`src/logic/pad_cell_pkg.sv`:
```
// Purpose: Shared constants, field layouts and types of the pad I/O cell.
// Assumes: One core clock; pad, edge clock and slow clock are sampled inputs.
// Notes: Register map is two words on a plain strobe port.
package pad_cell_pkg;

	// ************************************************
	// Register map
	// ************************************************
	localparam int ADDR_W = 4;
	localparam logic [ADDR_W-1:0] CTRL_OFS = 4'h0;
	localparam logic [ADDR_W-1:0] STATUS_OFS = 4'h4;
	localparam logic [31:0] CTRL_RESET = 32'h0000_0080;

	// ************************************************
	// Timing and widths
	// ************************************************
	localparam int FIX_LAG_CYC = 2;
	localparam int TAP_W = 5;
	localparam int LAG_DEPTH = FIX_LAG_CYC + 31;
	localparam int WORD_W = 8;
	localparam int SYNC_N = 4;

	typedef enum logic [1:0] {
		GB_BY7,
		GB_BY8,
		GB_DUAL4
	} gb_mode_t;

	// Control word as stored at CTRL_OFS, high bits first
	typedef struct packed {
		logic gb_hold;
		logic set_val;
		gb_mode_t gb_mode;
		logic ddr_mode;
		logic dyn_lag_en;
		logic fix_lag_en;
		logic bypass;
	} cell_cfg_t;

	// Status word as read at STATUS_OFS, high bits first
	typedef struct packed {
		logic [3:0] slip_count;
		logic [WORD_W-1:0] word;
	} cell_stat_t;

	// Core-side captured input pair
	typedef struct packed {
		logic rise;
		logic fall;
	} ddr_pair_t;

endpackage : pad_cell_pkg

```
`src/logic/in_gearbox.sv`:
```
// Purpose: Three-stage input gearbox, serial bits in, parallel word out.
// Assumes: Edge and slow-clock strobes come from the cell on the same clock.
// Notes: Bit counting and slip live in the cell's clock control block.
`timescale 1ns/10ps
module in_gearbox
	import pad_cell_pkg::*;
(
	// Clock and reset
	input wire logic sys_clk,
	input wire logic arst_n,
	input wire logic gb_clr,
	// Strobes from the clock control block
	input wire logic fast_edge,
	input wire logic stage2_update,
	input wire pad_cell_pkg::gb_mode_t stage2_select,
	input wire logic slow_rise,
	// Serial lanes after the delay element
	input wire logic ser_a,
	input wire logic ser_b,
	// Parallel word to the core
	output logic [pad_cell_pkg::WORD_W-1:0] word_out
);
	import pad_cell_pkg::*;

	logic [WORD_W-1:0] shift_a_reg;
	logic [3:0] shift_b_reg;
	logic [WORD_W-1:0] align_reg;
	logic [WORD_W-1:0] align_next;

	// ************************************************
	// Stage one: a bit on every fast clock edge
	// ************************************************
	always_ff @(posedge sys_clk or negedge arst_n)
	begin
		if (!arst_n)
		begin
			shift_a_reg <= '0;
			shift_b_reg <= '0;
		end
		else if (gb_clr)
		begin
			shift_a_reg <= '0;
			shift_b_reg <= '0;
		end
		else if (fast_edge)
		begin
			shift_a_reg <= {shift_a_reg[WORD_W-2:0], ser_a};
			shift_b_reg <= {shift_b_reg[2:0], ser_b};
		end
	end

	// ************************************************
	// Stage two: word boundary and packing
	// ************************************************
	always_comb
	begin
		unique case (stage2_select)
			GB_BY7: align_next = {1'b0, shift_a_reg[6:0]};
			GB_BY8: align_next = shift_a_reg;
			GB_DUAL4: align_next = {shift_a_reg[3:0], shift_b_reg};
			default: align_next = '0;
		endcase
	end

	always_ff @(posedge sys_clk or negedge arst_n)
	begin
		if (!arst_n)
			align_reg <= '0;
		else if (gb_clr)
			align_reg <= '0;
		else if (stage2_update)
			align_reg <= align_next;
	end

	// ************************************************
	// Stage three: hand over on the slow clock
	// ************************************************
	always_ff @(posedge sys_clk or negedge arst_n)
	begin
		if (!arst_n)
			word_out <= '0;
		else if (gb_clr)
			word_out <= '0;
		else if (slow_rise)
			word_out <= align_reg;
	end

endmodule : in_gearbox

```
`src/logic/pad_io_cell.sv`:
```
// Purpose: One pad I/O cell: input, output and tri-state blocks with gearbox.
// Assumes: Pads, edge clock and slow clock are asynchronous; core is on sys_clk.
// Notes: Pad clocks are recovered by oversampling, so they must stay well
//        below a quarter of sys_clk.
//
// Local design decisions: the address map and strobed register access.
`timescale 1ns/10ps
module pad_io_cell
	import pad_cell_pkg::*;
(
	// Clock and reset
	input wire logic sys_clk,
	input wire logic arst_n,
	// Register port
	input wire logic [pad_cell_pkg::ADDR_W-1:0] reg_addr,
	input wire logic [31:0] reg_wdata,
	input wire logic reg_wr,
	input wire logic reg_rd,
	output logic [31:0] reg_rdata,
	// Pad side
	input wire logic pad_in,
	input wire logic pad_in_b,
	output logic pad_out,
	output logic pad_oe,
	output logic tristate_to_buffer,
	// Clocks arriving on pins
	input wire logic edge_fast_clock,
	input wire logic slow_sys_clock,
	// Core side controls
	input wire logic clk_enable,
	input wire logic local_sr,
	input wire logic [pad_cell_pkg::TAP_W-1:0] dyn_lag_tap,
	input wire logic word_slip_req,
	// Core side data
	input wire logic out_data_first,
	input wire logic out_data_second,
	input wire logic tristate_ctrl_from_core,
	output logic bypass_comb_in,
	output logic bypass_clk_in,
	output logic ddr_rise_out,
	output logic ddr_fall_out,
	output logic [pad_cell_pkg::WORD_W-1:0] gb_word_out
);
	import pad_cell_pkg::*;

	// ************************************************
	// Declarations
	// ************************************************
	cell_cfg_t cfg_reg;
	cell_stat_t stat;
	logic [SYNC_N-1:0] sync1_reg;
	logic [SYNC_N-1:0] sync2_reg;
	logic fast_prev_reg;
	logic slow_prev_reg;
	logic pad_s;
	logic pad_b_s;
	logic fast_s;
	logic slow_s;
	logic fast_edge;
	logic slow_rise;
	logic slow_fall;
	logic [LAG_DEPTH-1:0] lag_a_reg;
	logic [LAG_DEPTH-1:0] lag_b_reg;
	logic [LAG_DEPTH:0] lag_a_tap;
	logic [LAG_DEPTH:0] lag_b_tap;
	logic [5:0] lag_total;
	logic din_a;
	logic din_b;
	ddr_pair_t cap_reg;
	logic [3:0] bit_cnt_reg;
	logic [3:0] word_len;
	logic slip_prev_reg;
	logic slip_pend_reg;
	logic [3:0] slip_count_reg;
	logic update_reg;
	logic gb_clr;
	logic [WORD_W-1:0] gb_word;

	// ************************************************
	// Pin synchronisers
	// ************************************************
	// Everything from a pin passes two flops; only stage two is read
	always_ff @(posedge sys_clk or negedge arst_n)
	begin
		if (!arst_n)
		begin
			sync1_reg <= '0;
			sync2_reg <= '0;
		end
		else
		begin
			sync1_reg <= {slow_sys_clock, edge_fast_clock, pad_in_b, pad_in};
			sync2_reg <= sync1_reg;
		end
	end

	assign pad_s = sync2_reg[0];
	assign pad_b_s = sync2_reg[1];
	assign fast_s = sync2_reg[2];
	assign slow_s = sync2_reg[3];

	// ************************************************
	// Clock edge recovery
	// ************************************************
	always_ff @(posedge sys_clk or negedge arst_n)
	begin
		if (!arst_n)
		begin
			fast_prev_reg <= 1'b0;
			slow_prev_reg <= 1'b0;
		end
		else
		begin
			fast_prev_reg <= fast_s;
			slow_prev_reg <= slow_s;
		end
	end

	// Both edges of the fast clock carry a bit
	assign fast_edge = fast_s ^ fast_prev_reg;
	assign slow_rise = slow_s & ~slow_prev_reg;
	assign slow_fall = ~slow_s & slow_prev_reg;

	// ************************************************
	// Register port
	// ************************************************
	always_ff @(posedge sys_clk or negedge arst_n)
	begin
		if (!arst_n)
			cfg_reg <= cell_cfg_t'(CTRL_RESET[7:0]);
		else if (reg_wr && reg_addr == CTRL_OFS)
			cfg_reg <= cell_cfg_t'(reg_wdata[7:0]);
	end

	assign stat.slip_count = slip_count_reg;
	assign stat.word = gb_word;

	// Read data stands for exactly one cycle; unmapped reads give zero
	always_ff @(posedge sys_clk or negedge arst_n)
	begin
		if (!arst_n)
			reg_rdata <= '0;
		else if (reg_rd && reg_addr == CTRL_OFS)
			reg_rdata <= {24'h00_0000, cfg_reg};
		else if (reg_rd && reg_addr == STATUS_OFS)
			reg_rdata <= {20'h0_0000, stat};
		else
			reg_rdata <= '0;
	end

	// ************************************************
	// Delay element
	// ************************************************
	// A shift line of core cycles; coarse, but glitch free on tap changes
	always_ff @(posedge sys_clk or negedge arst_n)
	begin
		if (!arst_n)
		begin
			lag_a_reg <= '0;
			lag_b_reg <= '0;
		end
		else
		begin
			lag_a_reg <= {lag_a_reg[LAG_DEPTH-2:0], pad_s};
			lag_b_reg <= {lag_b_reg[LAG_DEPTH-2:0], pad_b_s};
		end
	end

	assign lag_a_tap = {lag_a_reg, pad_s};
	assign lag_b_tap = {lag_b_reg, pad_b_s};

	always_comb
	begin
		lag_total = 6'h00;
		if (cfg_reg.fix_lag_en)
			lag_total = lag_total + 6'(FIX_LAG_CYC);
		if (cfg_reg.dyn_lag_en)
			lag_total = lag_total + {1'b0, dyn_lag_tap};
	end

	assign din_a = lag_a_tap[lag_total];
	assign din_b = lag_b_tap[lag_total];

	// ************************************************
	// Bypass path
	// ************************************************
	always_ff @(posedge sys_clk or negedge arst_n)
	begin
		if (!arst_n)
		begin
			bypass_comb_in <= 1'b0;
			bypass_clk_in <= 1'b0;
		end
		else
		begin
			// Undelayed pad, no capture register in the way
			bypass_comb_in <= cfg_reg.bypass & pad_s;
			bypass_clk_in <= cfg_reg.bypass & pad_s;
		end
	end

	// ************************************************
	// Input register block
	// ************************************************
	always_ff @(posedge sys_clk or negedge arst_n)
	begin
		if (!arst_n)
			cap_reg <= '0;
		else if (local_sr)
			cap_reg <= {2{cfg_reg.set_val}};
		else if (clk_enable)
		begin
			if (slow_rise && cfg_reg.ddr_mode)
				cap_reg.rise <= din_a;
			else if (slow_rise)
				cap_reg.fall <= din_a;
			if (slow_fall && cfg_reg.ddr_mode)
				cap_reg.fall <= din_a;
		end
	end

	always_ff @(posedge sys_clk or negedge arst_n)
	begin
		if (!arst_n)
		begin
			ddr_rise_out <= 1'b0;
			ddr_fall_out <= 1'b0;
		end
		else
		begin
			ddr_rise_out <= cap_reg.rise;
			ddr_fall_out <= cap_reg.fall;
		end
	end

	// ************************************************
	// Output register block
	// ************************************************
	always_ff @(posedge sys_clk or negedge arst_n)
	begin
		if (!arst_n)
			pad_out <= 1'b0;
		else if (local_sr)
			pad_out <= cfg_reg.set_val;
		else if (clk_enable && slow_rise)
			pad_out <= out_data_first;
		else if (clk_enable && slow_fall && cfg_reg.ddr_mode)
			pad_out <= out_data_second;
	end

	// ************************************************
	// Tri-state register block
	// ************************************************
	// High on tristate_to_buffer turns the driver off
	always_ff @(posedge sys_clk or negedge arst_n)
	begin
		if (!arst_n)
		begin
			tristate_to_buffer <= 1'b1;
			pad_oe <= 1'b0;
		end
		else if (local_sr)
		begin
			tristate_to_buffer <= cfg_reg.set_val;
			pad_oe <= ~cfg_reg.set_val;
		end
		else if (clk_enable && slow_rise)
		begin
			tristate_to_buffer <= tristate_ctrl_from_core;
			pad_oe <= ~tristate_ctrl_from_core;
		end
	end

	// ************************************************
	// Gearbox clock control
	// ************************************************
	assign gb_clr = cfg_reg.gb_hold;

	always_comb
	begin
		unique case (cfg_reg.gb_mode)
			GB_BY7: word_len = 4'h7;
			GB_BY8: word_len = 4'h8;
			GB_DUAL4: word_len = 4'h4;
			default: word_len = 4'h8;
		endcase
	end

	// Slip request is taken on its rising edge only
	always_ff @(posedge sys_clk or negedge arst_n)
	begin
		if (!arst_n)
			slip_prev_reg <= 1'b0;
		else
			slip_prev_reg <= word_slip_req;
	end

	// A new request wins over the bit that consumes the pending one
	always_ff @(posedge sys_clk or negedge arst_n)
	begin
		if (!arst_n)
			slip_pend_reg <= 1'b0;
		else if (gb_clr)
			slip_pend_reg <= 1'b0;
		else if (word_slip_req && !slip_prev_reg)
			slip_pend_reg <= 1'b1;
		else if (fast_edge)
			slip_pend_reg <= 1'b0;
	end

	always_ff @(posedge sys_clk or negedge arst_n)
	begin
		if (!arst_n)
			slip_count_reg <= '0;
		else if (gb_clr)
			slip_count_reg <= '0;
		else if (word_slip_req && !slip_prev_reg)
			slip_count_reg <= slip_count_reg + 4'h1;
	end

	// Skipping one count moves the boundary by exactly one bit
	always_ff @(posedge sys_clk or negedge arst_n)
	begin
		if (!arst_n)
		begin
			bit_cnt_reg <= '0;
			update_reg <= 1'b0;
		end
		else if (gb_clr)
		begin
			bit_cnt_reg <= '0;
			update_reg <= 1'b0;
		end
		else
		begin
			update_reg <= 1'b0;
			if (fast_edge && !slip_pend_reg)
			begin
				if (bit_cnt_reg == word_len - 4'h1)
				begin
					bit_cnt_reg <= '0;
					update_reg <= 1'b1;
				end
				else
					bit_cnt_reg <= bit_cnt_reg + 4'h1;
			end
			else if (fast_edge)
				bit_cnt_reg <= bit_cnt_reg;
		end
	end

	// ************************************************
	// Gearbox
	// ************************************************
	in_gearbox u_gearbox (
		.sys_clk(sys_clk),
		.arst_n(arst_n),
		.gb_clr(gb_clr),
		.fast_edge(fast_edge),
		.stage2_update(update_reg),
		.stage2_select(cfg_reg.gb_mode),
		.slow_rise(slow_rise),
		.ser_a(din_a),
		.ser_b(din_b),
		.word_out(gb_word)
	);

	always_ff @(posedge sys_clk or negedge arst_n)
	begin
		if (!arst_n)
			gb_word_out <= '0;
		else
			gb_word_out <= gb_word;
	end

endmodule : pad_io_cell

```
`config.mk`:
```
export PLATFORM = sky130hd
export DESIGN_NAME = pad_io_cell
export DESIGN_NICKNAME = d
export VERILOG_FILES = /design/src/logic/pad_cell_pkg.sv /design/src/logic/in_gearbox.sv /design/src/logic/pad_io_cell.sv
export SDC_FILE = /design/constraint.sdc
export NUM_CORES = 1
export LEC_CHECK = 0
export BUFFER_PORTS_ARGS = -buffer_cell sky130_fd_sc_hd__buf_4
export CAP_MARGIN = 20
export CORE_ASPECT_RATIO = 0.6
export CORE_MARGIN = 5
export CORE_UTILIZATION = 50
export CTS_CLUSTER_DIAMETER = 150
export DETAILED_ROUTE_END_ITERATION = 8
export PLACE_DENSITY = 0.83
export SETUP_SLACK_MARGIN = 0.2
export SLEW_MARGIN = 5
export SYNTH_ARGS = -nofsm -noshare
export SYNTH_HDL_FRONTEND = slang
export SYNTH_SLANG_ARGS = --single-unit
```
`constraint.sdc`:
```
create_clock -name sys_clk -period 2.2 [get_ports sys_clk]
set_input_delay 0.33 -clock sys_clk [delete_from_list [all_inputs] [get_ports sys_clk]]
set_output_delay 0.33 -clock sys_clk [all_outputs]
set_load 0.03 [all_outputs]
```
Yosys cells after proc, flatten, opt, wreduce, memory -nomap -nowiden
Cells that the tools add are included.
Widths: inputs -> output; s select.

storage, ports and cells
  bits in latches = 0
  input port bits = 55
  memory bits (writable) = 0
  memories kept = 0
  bits in read-only memories = 0
  output and inout port bits = 47
  flip-flop bits (word level) = 171

operators by class
  bitwise gates (word level) = 8
  eq/ne operators = 5
  shift operators = 0
  reduce and logical (&&, ||, !) cells = 27
  $add $sub $neg = 4
  mux-type cells = 42
  $mul = 0
  order comparisons = 1
  divide/modulo/power cells = 0

operator list
  kind                 count
  $mux 8               6
  $mux 32              1
  $mux 4               7
  $pmux 8 s3           1
  $mux 1               19
  $reduce_bool 2->1    8
  $bmux 1 s6           2
  $mux 12              1
  $logic_and 1x1->1    10
  $reduce_bool 3->1    3
  $add 4x1->4 const B  2
  $pmux 4 s2           1
  $lt 6x7->1 const B   1
  $add 6x5->6          1
  $mux 2               3
  $mux 6               1
  $eq 4x3->1 const B   1
  $eq 4x4->1           1
  $logic_not 4->1      1
  $not 1->1            4
  $sub 4x1->4 const B  1
  $and 1x1->1          3
  $ne 3x2->1 const B   1
  $reduce_and 3->1     1
  6 further kinds      7

Depth between registers and ports, before layout
Gate-level depths: netlist of run 1.

  depth after elaboration = 10
  gate-level depth with buffers = 9
  depth with buffers taken out = 8

Hierarchy
From an unflattened synthesis of run 1, not the netlist that was laid out.

second synthesis, totals
  cells, all modules = 460
  area total of the unflattened synthesis = 6042.0 um^2

by module, submodules not included
  module       cells an instance  times used  area each (um^2)
  pad_io_cell  352                1           4779.6
  in_gearbox   108                1           1262.5

Least setup slack after synthesis of run 1
No wires, ideal clock.

  path type = register to register
  start point = register cfg_reg[1] in the netlist's numbering
  end point = register cap_reg[1] in the netlist's numbering
  setup time = 128 ps
  arrival = 2058 ps
  stages on the path, launching flop included = 10
  slack = 14 ps
  data required time = 2072 ps
  clock period less this slack = 2186 ps
  path through = dfrtp_1 ha_1 ha_1 buf_2 xor2_2 mux2_2 nand4b_2 nand4_2 nor4b_2 o31ai_1

on the way
  word-level cells in the longest chain between the ends = 8

ends and longest elaborated chain
  element                           RTL line            text
  start: declaration                pad_io_cell.sv:49   cell_cfg_t cfg_reg;
  start signal: assignment          pad_io_cell.sv:130  cfg_reg <= cell_cfg_t'(CTRL_RESET[7:0]);
  start signal: assignment          pad_io_cell.sv:132  cfg_reg <= cell_cfg_t'(reg_wdata[7:0]);
  $mux 2 (*)                        pad_io_cell.sv:175  if (cfg_reg.fix_lag_en)
  $add 6x5->6                       pad_io_cell.sv:178  lag_total = lag_total + {1'b0, dyn_lag_tap};
  $mux 6 (*)                        pad_io_cell.sv:177  if (cfg_reg.dyn_lag_en)
  $bmux 1 s6 (*)                    pad_io_cell.sv:181  assign din_a = lag_a_tap[lag_total];
  $mux 1 (implied by the code) (*)  pad_io_cell.sv:181
  $mux 1 (*)                        pad_io_cell.sv:213  if (slow_rise && cfg_reg.ddr_mode)
  $mux 2 (*)                        pad_io_cell.sv:211  else if (clk_enable)
  $mux 2 (*)                        pad_io_cell.sv:209  else if (local_sr)
  end signal: assignment            pad_io_cell.sv:210  cap_reg <= {2{cfg_reg.set_val}};
  end: declaration                  pad_io_cell.sv:69   ddr_pair_t cap_reg;

Every way passes the cells marked *; elsewhere a longest branch is shown, timed or not. The select of a mux whose other input is x is not followed.
A chain may end at the register's enable or synchronous reset.

Worst setup path in the final report of run 1
Same ends and word-level chain as after synthesis.

==> metrics.txt, run 1 <==
PwrDens=997 nW/um^2; RR Endpoint=cap_reg[1]; worst path cell trace=ha_4 > mux4_2 > mux2_4 > nand4b_4 > nand4_4 > nor4b_2 > o31ai_1; clock slew at reported path FFs=0.06 ns; Clk pwr share=0.389; internal power=5240 uW; Reg power frac=0.441; setup slack after layout=-0.0856 ns; Final Hold Viols=0; I/O Buffers=57; detailed-route via count=3874; Initial Utilization=0.520; min Tclk post-route=2.29 ns; clk_lat worst skew=0.43 ns; area of the core=11500 um^2; Remaining DRCs=0; Syn Area/Cell=12.8 um^2; final WL=12700 um; Worst Setup Start Kind=flop; final hold slack=0.0157 ns; Post-synth EDFFs=0; Die Y=94.7 um; Slowest cell on crit path=mux4_2; num rows=30; TritonCTS clock tree=built; DR WL/cell=17.5 um; WP data required=2.50 ns; Max H-tree Level=4; DR pass1 iterations=5; register-to-register setup slack=-0.09 ns; Final Max Slew Viols=0; Yosys reg bits=151; Ys Warns=0; Critical Path Sink=cap_reg[1]; Overflow after GRT=0; HP Class=in -> reg; Comb power frac=0.170; status=finished with violations; vias per cell=5.34; total negative slack=-0.208 ns; DR iter-0 viols=223; Die Wd=151 um; ANT nets after route=0; Nets=611; Placed Area=6610 um^2; DIE AREA=14300 um^2; f_max=0.438 GHz; vias in the first global route=4073; first-pass GRT wire length=20900 um; GRT Overall Usage=0.191; CP endpoint kind=flop; Place WS=-0.389 ns; Inst Count DP=686; CP max FO=7; worst slew pin tran=0.645 ns; Switching Fraction=0.286; Antenna diodes=0; CTS Buf Count=17; WP data arrival=2.58 ns; number of fill cells in the layout=842; Synth Instances=468; Final Cycle Share=1.04; CTS max path bufs=2; maximum VDD drop=0.000642 V; violated checks=negative setup slack; Net Sw Power=2100 uW; worst setup path start=cfg_reg[1]; register area share after synthesis=0.633; layout cells sized above 1=0.264; MaxCap Viol Count=0; Layout area overhead=23.3%; Num Clock Sinks=151; routability cong.=0.848; DP HPWL=8680 um; Final Cell Area=7360 um^2; RSZ-0062 raised after global routing=true; pin count of the biggest net entering global routing=72; Final Instance Count excl. Fillers=725; async set-reset flop share out of synthesis=1.00; FF-to-FF Start=cfg_reg[1]; count of cell types in the netlist=53; Max stage delay on crit path=0.52 ns; worst-case reg-to-reg path depth=7; critical path class=reg -> reg; leak pwr=0.00341 uW; Slew headroom=0.570; Primary FF master, synth=dfrtp_1; Finish-stage setup viols=4; Worst Skew=0.0125 ns; synthesized area=5970 um^2; initial antenna violation count=0; # IOs=102; root buffer cell=clkbuf_16
area by class of cell:
cell class	count	area, um^2	area share
flip-flops and latches	151	3780	0.514
multi-input cells	290	2060	0.280
inverters	2	7.51	0.00102
well taps	160	200	0.0272
repair buffers	90	728	0.0989
clock buffers	19	453	0.0615
clock inverters	13	133	0.0180
cell families after synthesis:
logic type,share of synthesized area
fa+ha+maj,0.00838
mux,0.115
flops,0.633
simple gates,0.110
compound gates,0.0742
xor+xnor,0.0115
other cells,0.000628
buf+inv,0.0467
placed cells by master, fill, tap and decap left out, types with 7 or more instances in the layout:
cell,synthesis,final
a21oi_1,37,37
conb_1,1,20
o21ai_0,8,7
mux2_2,9,8
mux4_2,9,9
buf_4,21,82
dfrtp_1,149,149
o21ai_1,7,8
mux2i_1,27,26
a211oi_1,8,8
nor2b_1,12,12
nand2_1,52,52
clkbuf_16,0,17
nor2_1,30,30
power by group through the flow:
stage	clock network (uW)	registers (uW)	logic (uW)
3_3_place_gp	0	3260	1060
5_1_grt	3030	3270	1360
2_1_floorplan	0	3250	752
4_1_cts	2900	3230	1240
3_5_place_dp	0	3280	1110
6_report	2850	3240	1250
Yosys cell counts, types with 4 or more instances:
cell,number,area [um^2]
a211oi_1,8,60.1
buf_2,4,20.0
o21ai_1,7,35.0
dfrtp_1,149,3730
clkbuf_1,14,52.6
nor2_1,30,113
nor3_1,5,25.0
nand3_1,5,25.0
a21oi_1,37,185
buf_4,21,158
nand2b_1,6,37.5
mux2_2,9,101
mux2i_1,27,270
nand2_1,52,195
mux4_2,9,203
ha_1,4,50.1
o21ai_0,8,40.0
nor2b_1,12,75.1
and3_1,6,37.5
through the flow:
step / util / total power (uW)
3_5_place_dp: 0.576 / 4390
3_3_place_gp: 0.576 / 4320
5_1_grt: 0.641 / 7660
4_1_cts: 0.639 / 7370
2_1_floorplan: - / 4000
6_report: 0.641 / 7340
layer usage:
metal,global-route usage,up-vias,part of all wire
li1,-,1762,-
met1,0.266,1966,0.46
met2,0.282,129,0.46
met3,0.0619,17,0.076
met4,0.0709,0,0.011
met5,0,-,0
repair_timing:
action	in CTS	in global routing
pin swaps	4	4
setup buffers	4	0
endpoints found under the setup margin	4	4
resized for setup	14	3
endpoints found under the hold margin	67	0
hold buffers	3	0
critical path: cells and delay by family, from the launching register on:
kind,cells,cell delay [ns]
AO/OA/AOI/OAI,1,0.11
adder cells (fa/ha/maj),1,0.36
flip-flops,1,0.42
multiplexers,2,0.82
AND/OR/NAND/NOR,3,0.45
how the worst min path moves through the flow:
stage | start | to | slack (ns) | cells after the start
6_report | slow_sys_clock | sync1_reg[3] | 0.02 | 1
5_1_grt | slow_sys_clock | sync1_reg[3] | 0.003 | 1
3_5_place_dp | sync1_reg[1] | sync2_reg[1] | 0.33 | 0
3_3_place_gp | sync1_reg[1] | sync2_reg[1] | 0.33 | 0
2_1_floorplan | arst_n | bit_cnt_reg[0] | 0.03 | 0
4_1_cts | edge_fast_clock | sync1_reg[2] | 0.005 | 1
No activity file was read; power rests on OpenSTA's default activity.
==> run 2, diff against run 1 <==
--- a/config.mk
+++ b/config.mk
@@ -7,12 +7,13 @@
 export LEC_CHECK = 0
 export BUFFER_PORTS_ARGS = -buffer_cell sky130_fd_sc_hd__buf_4
 export CAP_MARGIN = 20
-export CORE_ASPECT_RATIO = 0.6
+export CORE_ASPECT_RATIO = 0.5
 export CORE_MARGIN = 5
 export CORE_UTILIZATION = 50
 export CTS_CLUSTER_DIAMETER = 150
 export DETAILED_ROUTE_END_ITERATION = 8
 export PLACE_DENSITY = 0.83
+export REMOVE_ABC_BUFFERS = 1
 export SETUP_SLACK_MARGIN = 0.2
 export SLEW_MARGIN = 5
 export SYNTH_ARGS = -nofsm -noshare
==> run 2 against run 1 <==
Compared with the run above: the run still ends with negative setup slack left; clock-buffer cell count did not move; global-route usage fell by 0.93 points; highest routed layer unchanged; critical path type unchanged; cell count fell by 0.41%; via count fell by 2.4%; sequential share of layout area barely moved; first-iteration DRC count rose by 45%; maximum frequency fell by 2.8%; total power rose by 2.6%.
==> metrics.txt, run 2 (same netlist as run 1, synthesis figures left out) <==
area of the core=11700 um^2 (+2.2%); DR pass1 iterations=5 (unchanged); pin count of the biggest net entering global routing=61 (-15%); maximum VDD drop=0.000475 V (-26%); total negative slack=-0.274 ns (-0.0655 ns); TritonCTS clock tree=built; first-pass GRT wire length=20200 um (-3.5%); Remaining DRCs=0 (unchanged); Inst Count DP=685 (-0.15%); Final Cycle Share=1.07 (+0.0294); WP data required=2.49 ns (about the same); commonest cells after routing, fill and taps aside=149 x dfrtp_1, 75 x buf_4, 52 x nand2_1; Final Max Slew Viols=0 (unchanged); Die Y=87.3 um (-7.8%); DR WL/cell=16.5 um (-5.5%); f_max=0.425 GHz (-2.8%); DIE AREA=14400 um^2 (+0.43%); crit path buf inv count=0 (unchanged); Die Wd=165 um (+8.9%); Final Hold Viols=0 (unchanged); Num Clock Sinks=151 (unchanged); I/O Buffers=57 (unchanged); total power=7530 uW (+2.6%); clk_lat worst skew=0.42 ns (about the same); DP HPWL=7700 um (-11%); MaxCap Viol Count=0 (unchanged); HP Class=in -> reg; Place WS=-0.314 ns (+0.0753 ns); layout cells sized above 1=0.255 (-0.00878); Worst Setup Start Kind=flop; critical path class=reg -> reg; Final Cell Area=7360 um^2 (about the same); detailed-route via count=3782 (-2.4%); RSZ-0062 raised after global routing=true; routability cong.=0.805 (-5.1%); vias per cell=5.24 (-2.0%); status=finished with violations; Placed Area=6590 um^2 (-0.40%); worst path cell trace=ha_4 > mux4_1 > mux2_2 > o211a_1 > nor4b_4 > o31ai_1; CTS Buf Count=17 (unchanged); Antenna diodes=0 (unchanged); Finish-stage setup viols=3 (-1); Overflow after GRT=0 (unchanged); Crit path max-delay family=multiplexers; register-to-register setup slack=-0.15 ns (-0.06 ns); Max stage delay on crit path=0.56 ns (+0.04 ns); violated checks=negative setup slack; ANT nets after route=0 (unchanged); CP endpoint kind=flop; Final Instance Count excl. Fillers=722 (-0.41%); leak pwr=0.00340 uW (about the same); # IOs=102 (unchanged); vias in the first global route=3947 (-3.1%); root buffer cell=clkbuf_16; clock slew at reported path FFs=0.06 ns (about the same); Layout area overhead=23.3% (about the same); CTS max path bufs=2 (unchanged); worst slew pin tran=0.533 ns (-0.112 ns); Nets=603 (-1.3%); num rows=28 (-6.7%); commonest non-fill, non-tap cell in the layout=dfrtp_1; initial antenna violation count=0 (unchanged); WP data arrival=2.64 ns (+0.06 ns); Max H-tree Level=4 (unchanged); DR iter-0 viols=324 (+45%); final WL=11900 um (-5.9%); PwrDens=1020 nW/um^2 (+2.6%); setup slack after layout=-0.150 ns (-0.0647 ns); Worst Skew=0.00786 ns (-0.00467 ns); Initial Utilization=0.509 (-0.0111); GRT Overall Usage=0.182 (-0.00928); min Tclk post-route=2.35 ns (+0.0647 ns); Slew headroom=0.645 (+0.0746); Slowest cell on crit path=mux4_1; CP max FO=7 (unchanged)
-- run 2: changes by cell type in the layout (fill, tap and decap cells not counted), sizes merged --
| cell | change |
|---|---|
| buf | -7 |
| bufinv | +3 |
| dlygate4sd3 | -1 |
| clkinv | +1 |
| inv | -4 |
-- run 2: routing by layer --
layer / vias to the layer above / wire length, um / track usage
met4: 0 / 148 / 0.0642
met2: 114 / 5820 / 0.288
met1: 1895 / 5210 / 0.242
li1: 1758 / - / -
met5: - / 0 / 0
met3: 15 / 770 / 0.0539
-- run 2: worst paths after layout --
check | start | to | cells past startpoint
worst max-delay path | cfg_reg[1] | cap_reg[1] | 6
worst min-delay path | edge_fast_clock | sync1_reg[2] | 1
worst max register to register | cfg_reg[1] | cap_reg[1] | 6
worst min register to register | sync1_reg[1] | sync2_reg[1] | 0
max in group asynchronous | arst_n | gb_clr | 3
min in group asynchronous | arst_n | lag_a_reg[13] | 2
-- run 2: report_power, final --
group	internal, uW	total [uW]	switching, uW	leakage (uW)
sequential	3020	3250	227	0.00189
clock	1970	3100	1130	0.000311
combinational	524	1180	655	0.00121
-- run 2: through the flow --
stage	utilization	hold WS, ns
2_1_floorplan	-	0.0344
3_3_place_gp	0.561	0.329
3_5_place_dp	0.561	0.336
4_1_cts	0.624	0.00207
5_1_grt	0.627	0.000623
6_report	0.627	0.0202
-- run 2: timing repair --
item | 4_1_cts | 5_1_grt
pin swaps | 4 | 4
resized for setup | 11 | 4
hold buffers | 1 | 1
buffers inserted | 3 | 0
endpoints found under the setup margin | 4 | 4
cloned | 0 | 0
hold endpoints to repair | 58 | 1
-- run 2: cell type report --
class | instances | area, um^2
clock inverters | 13 | 193
repair buffers | 82 | 666
multi-input cells | 290 | 2060
well taps | 165 | 206
inverters | 2 | 7.51
fillers | 832 | 4370
clock buffers | 19 | 453
flip-flops and latches | 151 | 3780
==> run 3, diff against run 2 <==
--- a/config.mk
+++ b/config.mk
@@ -9,10 +9,11 @@
 export CAP_MARGIN = 20
 export CORE_ASPECT_RATIO = 0.5
 export CORE_MARGIN = 5
-export CORE_UTILIZATION = 50
+export CORE_UTILIZATION = 41
 export CTS_CLUSTER_DIAMETER = 150
+export CTS_CLUSTER_SIZE = 10
 export DETAILED_ROUTE_END_ITERATION = 8
-export PLACE_DENSITY = 0.83
+export PLACE_DENSITY = 0.72
 export REMOVE_ABC_BUFFERS = 1
 export SETUP_SLACK_MARGIN = 0.2
 export SLEW_MARGIN = 5
==> run 3 against run 2 <==
Compared with the run above: the run still ends with negative setup slack left; non-clock buffer count up 3; critical endpoint unchanged; clock power shrank 11%; worst setup slack better by 0.091 ns; total power fell by 4.4%; largest cell class unchanged; critical path depth stayed put; sequential share of layout area decreased by 0.13 points; highest routed layer unchanged; core utilization is 11 points lower; flip-flop and latch count did not move; first-iteration DRC count fell by 37%.
==> metrics.txt, run 3 (same netlist as run 1, synthesis figures left out) <==
DR pass1 iterations=4 (-1); leak pwr=0.00340 uW (-0.28%); Worst Setup Start Kind=flop; TritonCTS clock tree=built; # IOs=102 (unchanged); Slew headroom=0.641 (-0.00393); Finish-stage setup viols=3 (unchanged); Num Clock Sinks=151 (unchanged); highest layer used for signal routing=met4; num rows=31 (+11%); detailed-route via count=3709 (-1.9%); WP data required=2.49 ns (about the same); first-pass GRT wire length=19400 um (-3.8%); I/O Buffers=57 (unchanged); number of fill cells in the layout=1200 (+44%); Clk pwr share=0.382 (-0.030); Worst Skew=0.00920 ns (+0.00134 ns); CTS Buf Count=17 (unchanged); FF-to-FF Start=cfg_reg[1]; final WL=11900 um (-0.49%); f_max=0.443 GHz (+4.1%); vias per cell=4.89 (-6.6%); Initial Utilization=0.416 (-0.0927); initial antenna violation count=0 (unchanged); Final Cycle Share=1.03 (-0.0416); Die Y=95.3 um (+9.2%); hold endpoint=sync1_reg[2]; routed wl met2=5510 um (-5.3%); internal power=5270 uW (-4.5%); pin count of the biggest net entering global routing=64 (+4.9%); status=finished with violations; Antenna diodes=0 (unchanged); PwrDens=975 nW/um^2 (-4.7%); Comb power frac=0.168 (+0.011); violated checks=negative setup slack; met1 wire length=5590 um (+7.2%); DR WL met3=618 um (-20%); ANT nets after route=0 (unchanged); commonest cells after routing, fill and taps aside=149 x dfrtp_1, 80 x buf_4, 52 x nand2_1; CTS max path bufs=2 (unchanged); worst slew pin tran=0.538 ns (+0.00478 ns); commonest non-fill, non-tap cell in the layout=dfrtp_1; Max H-tree Level=4 (unchanged); maximum VDD drop=0.000572 V (+21%); Die Wd=181 um (+9.8%); Final Max Slew Viols=0 (unchanged); DR WL/cell=15.7 um (-5.2%); Switching Fraction=0.268 (+0.000724); DR iter-0 viols=205 (-37%); Overflow after GRT=0 (unchanged); CP max FO=6 (-1); worst-case reg-to-reg path depth=6 (unchanged); final hold slack=0.0231 ns (+0.00289 ns); RSZ-0062 raised after global routing=true; Net Sw Power=1930 uW (-4.2%); WP data arrival=2.55 ns (-0.09 ns); CP endpoint kind=flop; layout cells sized above 1=0.270 (+0.0147); DP HPWL=7660 um (-0.59%); critical path class=reg -> reg; area of the core=14400 um^2 (+22%); Final Hold Viols=0 (unchanged); hold_sp=edge_fast_clock; Reg power frac=0.450 (+0.019); GRT Overall Usage=0.143 (-0.0384); total power=7200 uW (-4.4%); vias in the first global route=3725 (-5.6%); clock slew at reported path FFs=0.06 ns (about the same); root buffer cell=clkbuf_16; register-to-register setup slack=-0.06 ns (+0.09 ns); setup slack after layout=-0.0588 ns (+0.0915 ns); RR Endpoint=cap_reg[1]; Hold Path Stages=1 (unchanged); clk_lat worst skew=0.41 ns (about the same); min Tclk post-route=2.26 ns (-0.0915 ns); routability cong.=0.777 (-3.5%); Remaining DRCs=0 (unchanged); Layout area overhead=23.6%; HP Class=in -> reg; Nets=606 (+0.50%); DIE AREA=17200 um^2 (+20%); MaxCap Viol Count=0 (unchanged)
run 3: worst max-delay path by stage:
stage | slack, ns | end | startpoint
after floorplan | -0.38 | cap_reg[1] | cfg_reg[1]
after global placement | -0.27 | cap_reg[1] | dyn_lag_tap[1]
after detailed placement | -0.29 | cap_reg[1] | dyn_lag_tap[1]
after CTS | -0.05 | cap_reg[1] | cfg_reg[1]
after global routing | -0.13 | cap_reg[1] | cfg_reg[1]
final | -0.06 | cap_reg[1] | cfg_reg[1]
run 3: worst max-delay path: stages (launching register included):
cell and delay, ns:
dfrtp_1 0.40, ha_4 0.35, mux4_1 0.56, mux2_2 0.28
o211a_4 0.17, nor4b_4 0.28, o31ai_2 0.09
run 3: power by group through the flow:
stage	clock (uW)	combinational, uW	sequential, uW
global placement	0	1070	3260
finish	2750	1210	3240
detailed placement	0	1090	3280
global route	2940	1320	3280
floorplan	0	604	3310
CTS	2800	1150	3230
run 3: routing by layer:
layer  up-vias  track usage
met5         -            0
met4         0       0.0566
met3        14       0.0393
met2        99        0.217
met1      1844        0.199
li1       1752            -
run 3: through the flow:
step / TNS, ns / std cells / utilization / area, um^2 / worst slack [ns]
2_1_floorplan: -1.06 / 443 / - / 5770 / -0.382
3_3_place_gp: -0.893 / 722 / 0.463 / 6640 / -0.272
3_5_place_dp: -0.948 / 722 / 0.463 / 6640 / -0.288
4_1_cts: -0.108 / 756 / 0.508 / 7290 / -0.0524
5_1_grt: -0.338 / 758 / 0.514 / 7380 / -0.130
6_report: -0.104 / 758 / 0.514 / 7380 / -0.0588
run 3: area by class of cell:
| type | instances | area (um^2) | share of cell area |
|---|---|---|---|
| clock inverter | 8 | 71.3 | 0.00966 |
| timing repair buffer | 85 | 682 | 0.0924 |
| tap | 198 | 248 | 0.0336 |
| sequential | 151 | 3780 | 0.512 |
| clock buffer | 24 | 502 | 0.0680 |
| multi-input combinational | 290 | 2090 | 0.283 |
| inverter | 2 | 7.51 | 0.00102 |
run 3: what timing repair did:
action | in CTS | in global routing
endpoints found under the setup margin | 4 | 4
gates resized for setup | 12 | 12
setup buffers | 1 | 2
hold buffers | 1 | 0
pin swaps | 3 | 6
hold endpoints to repair | 42 | 0
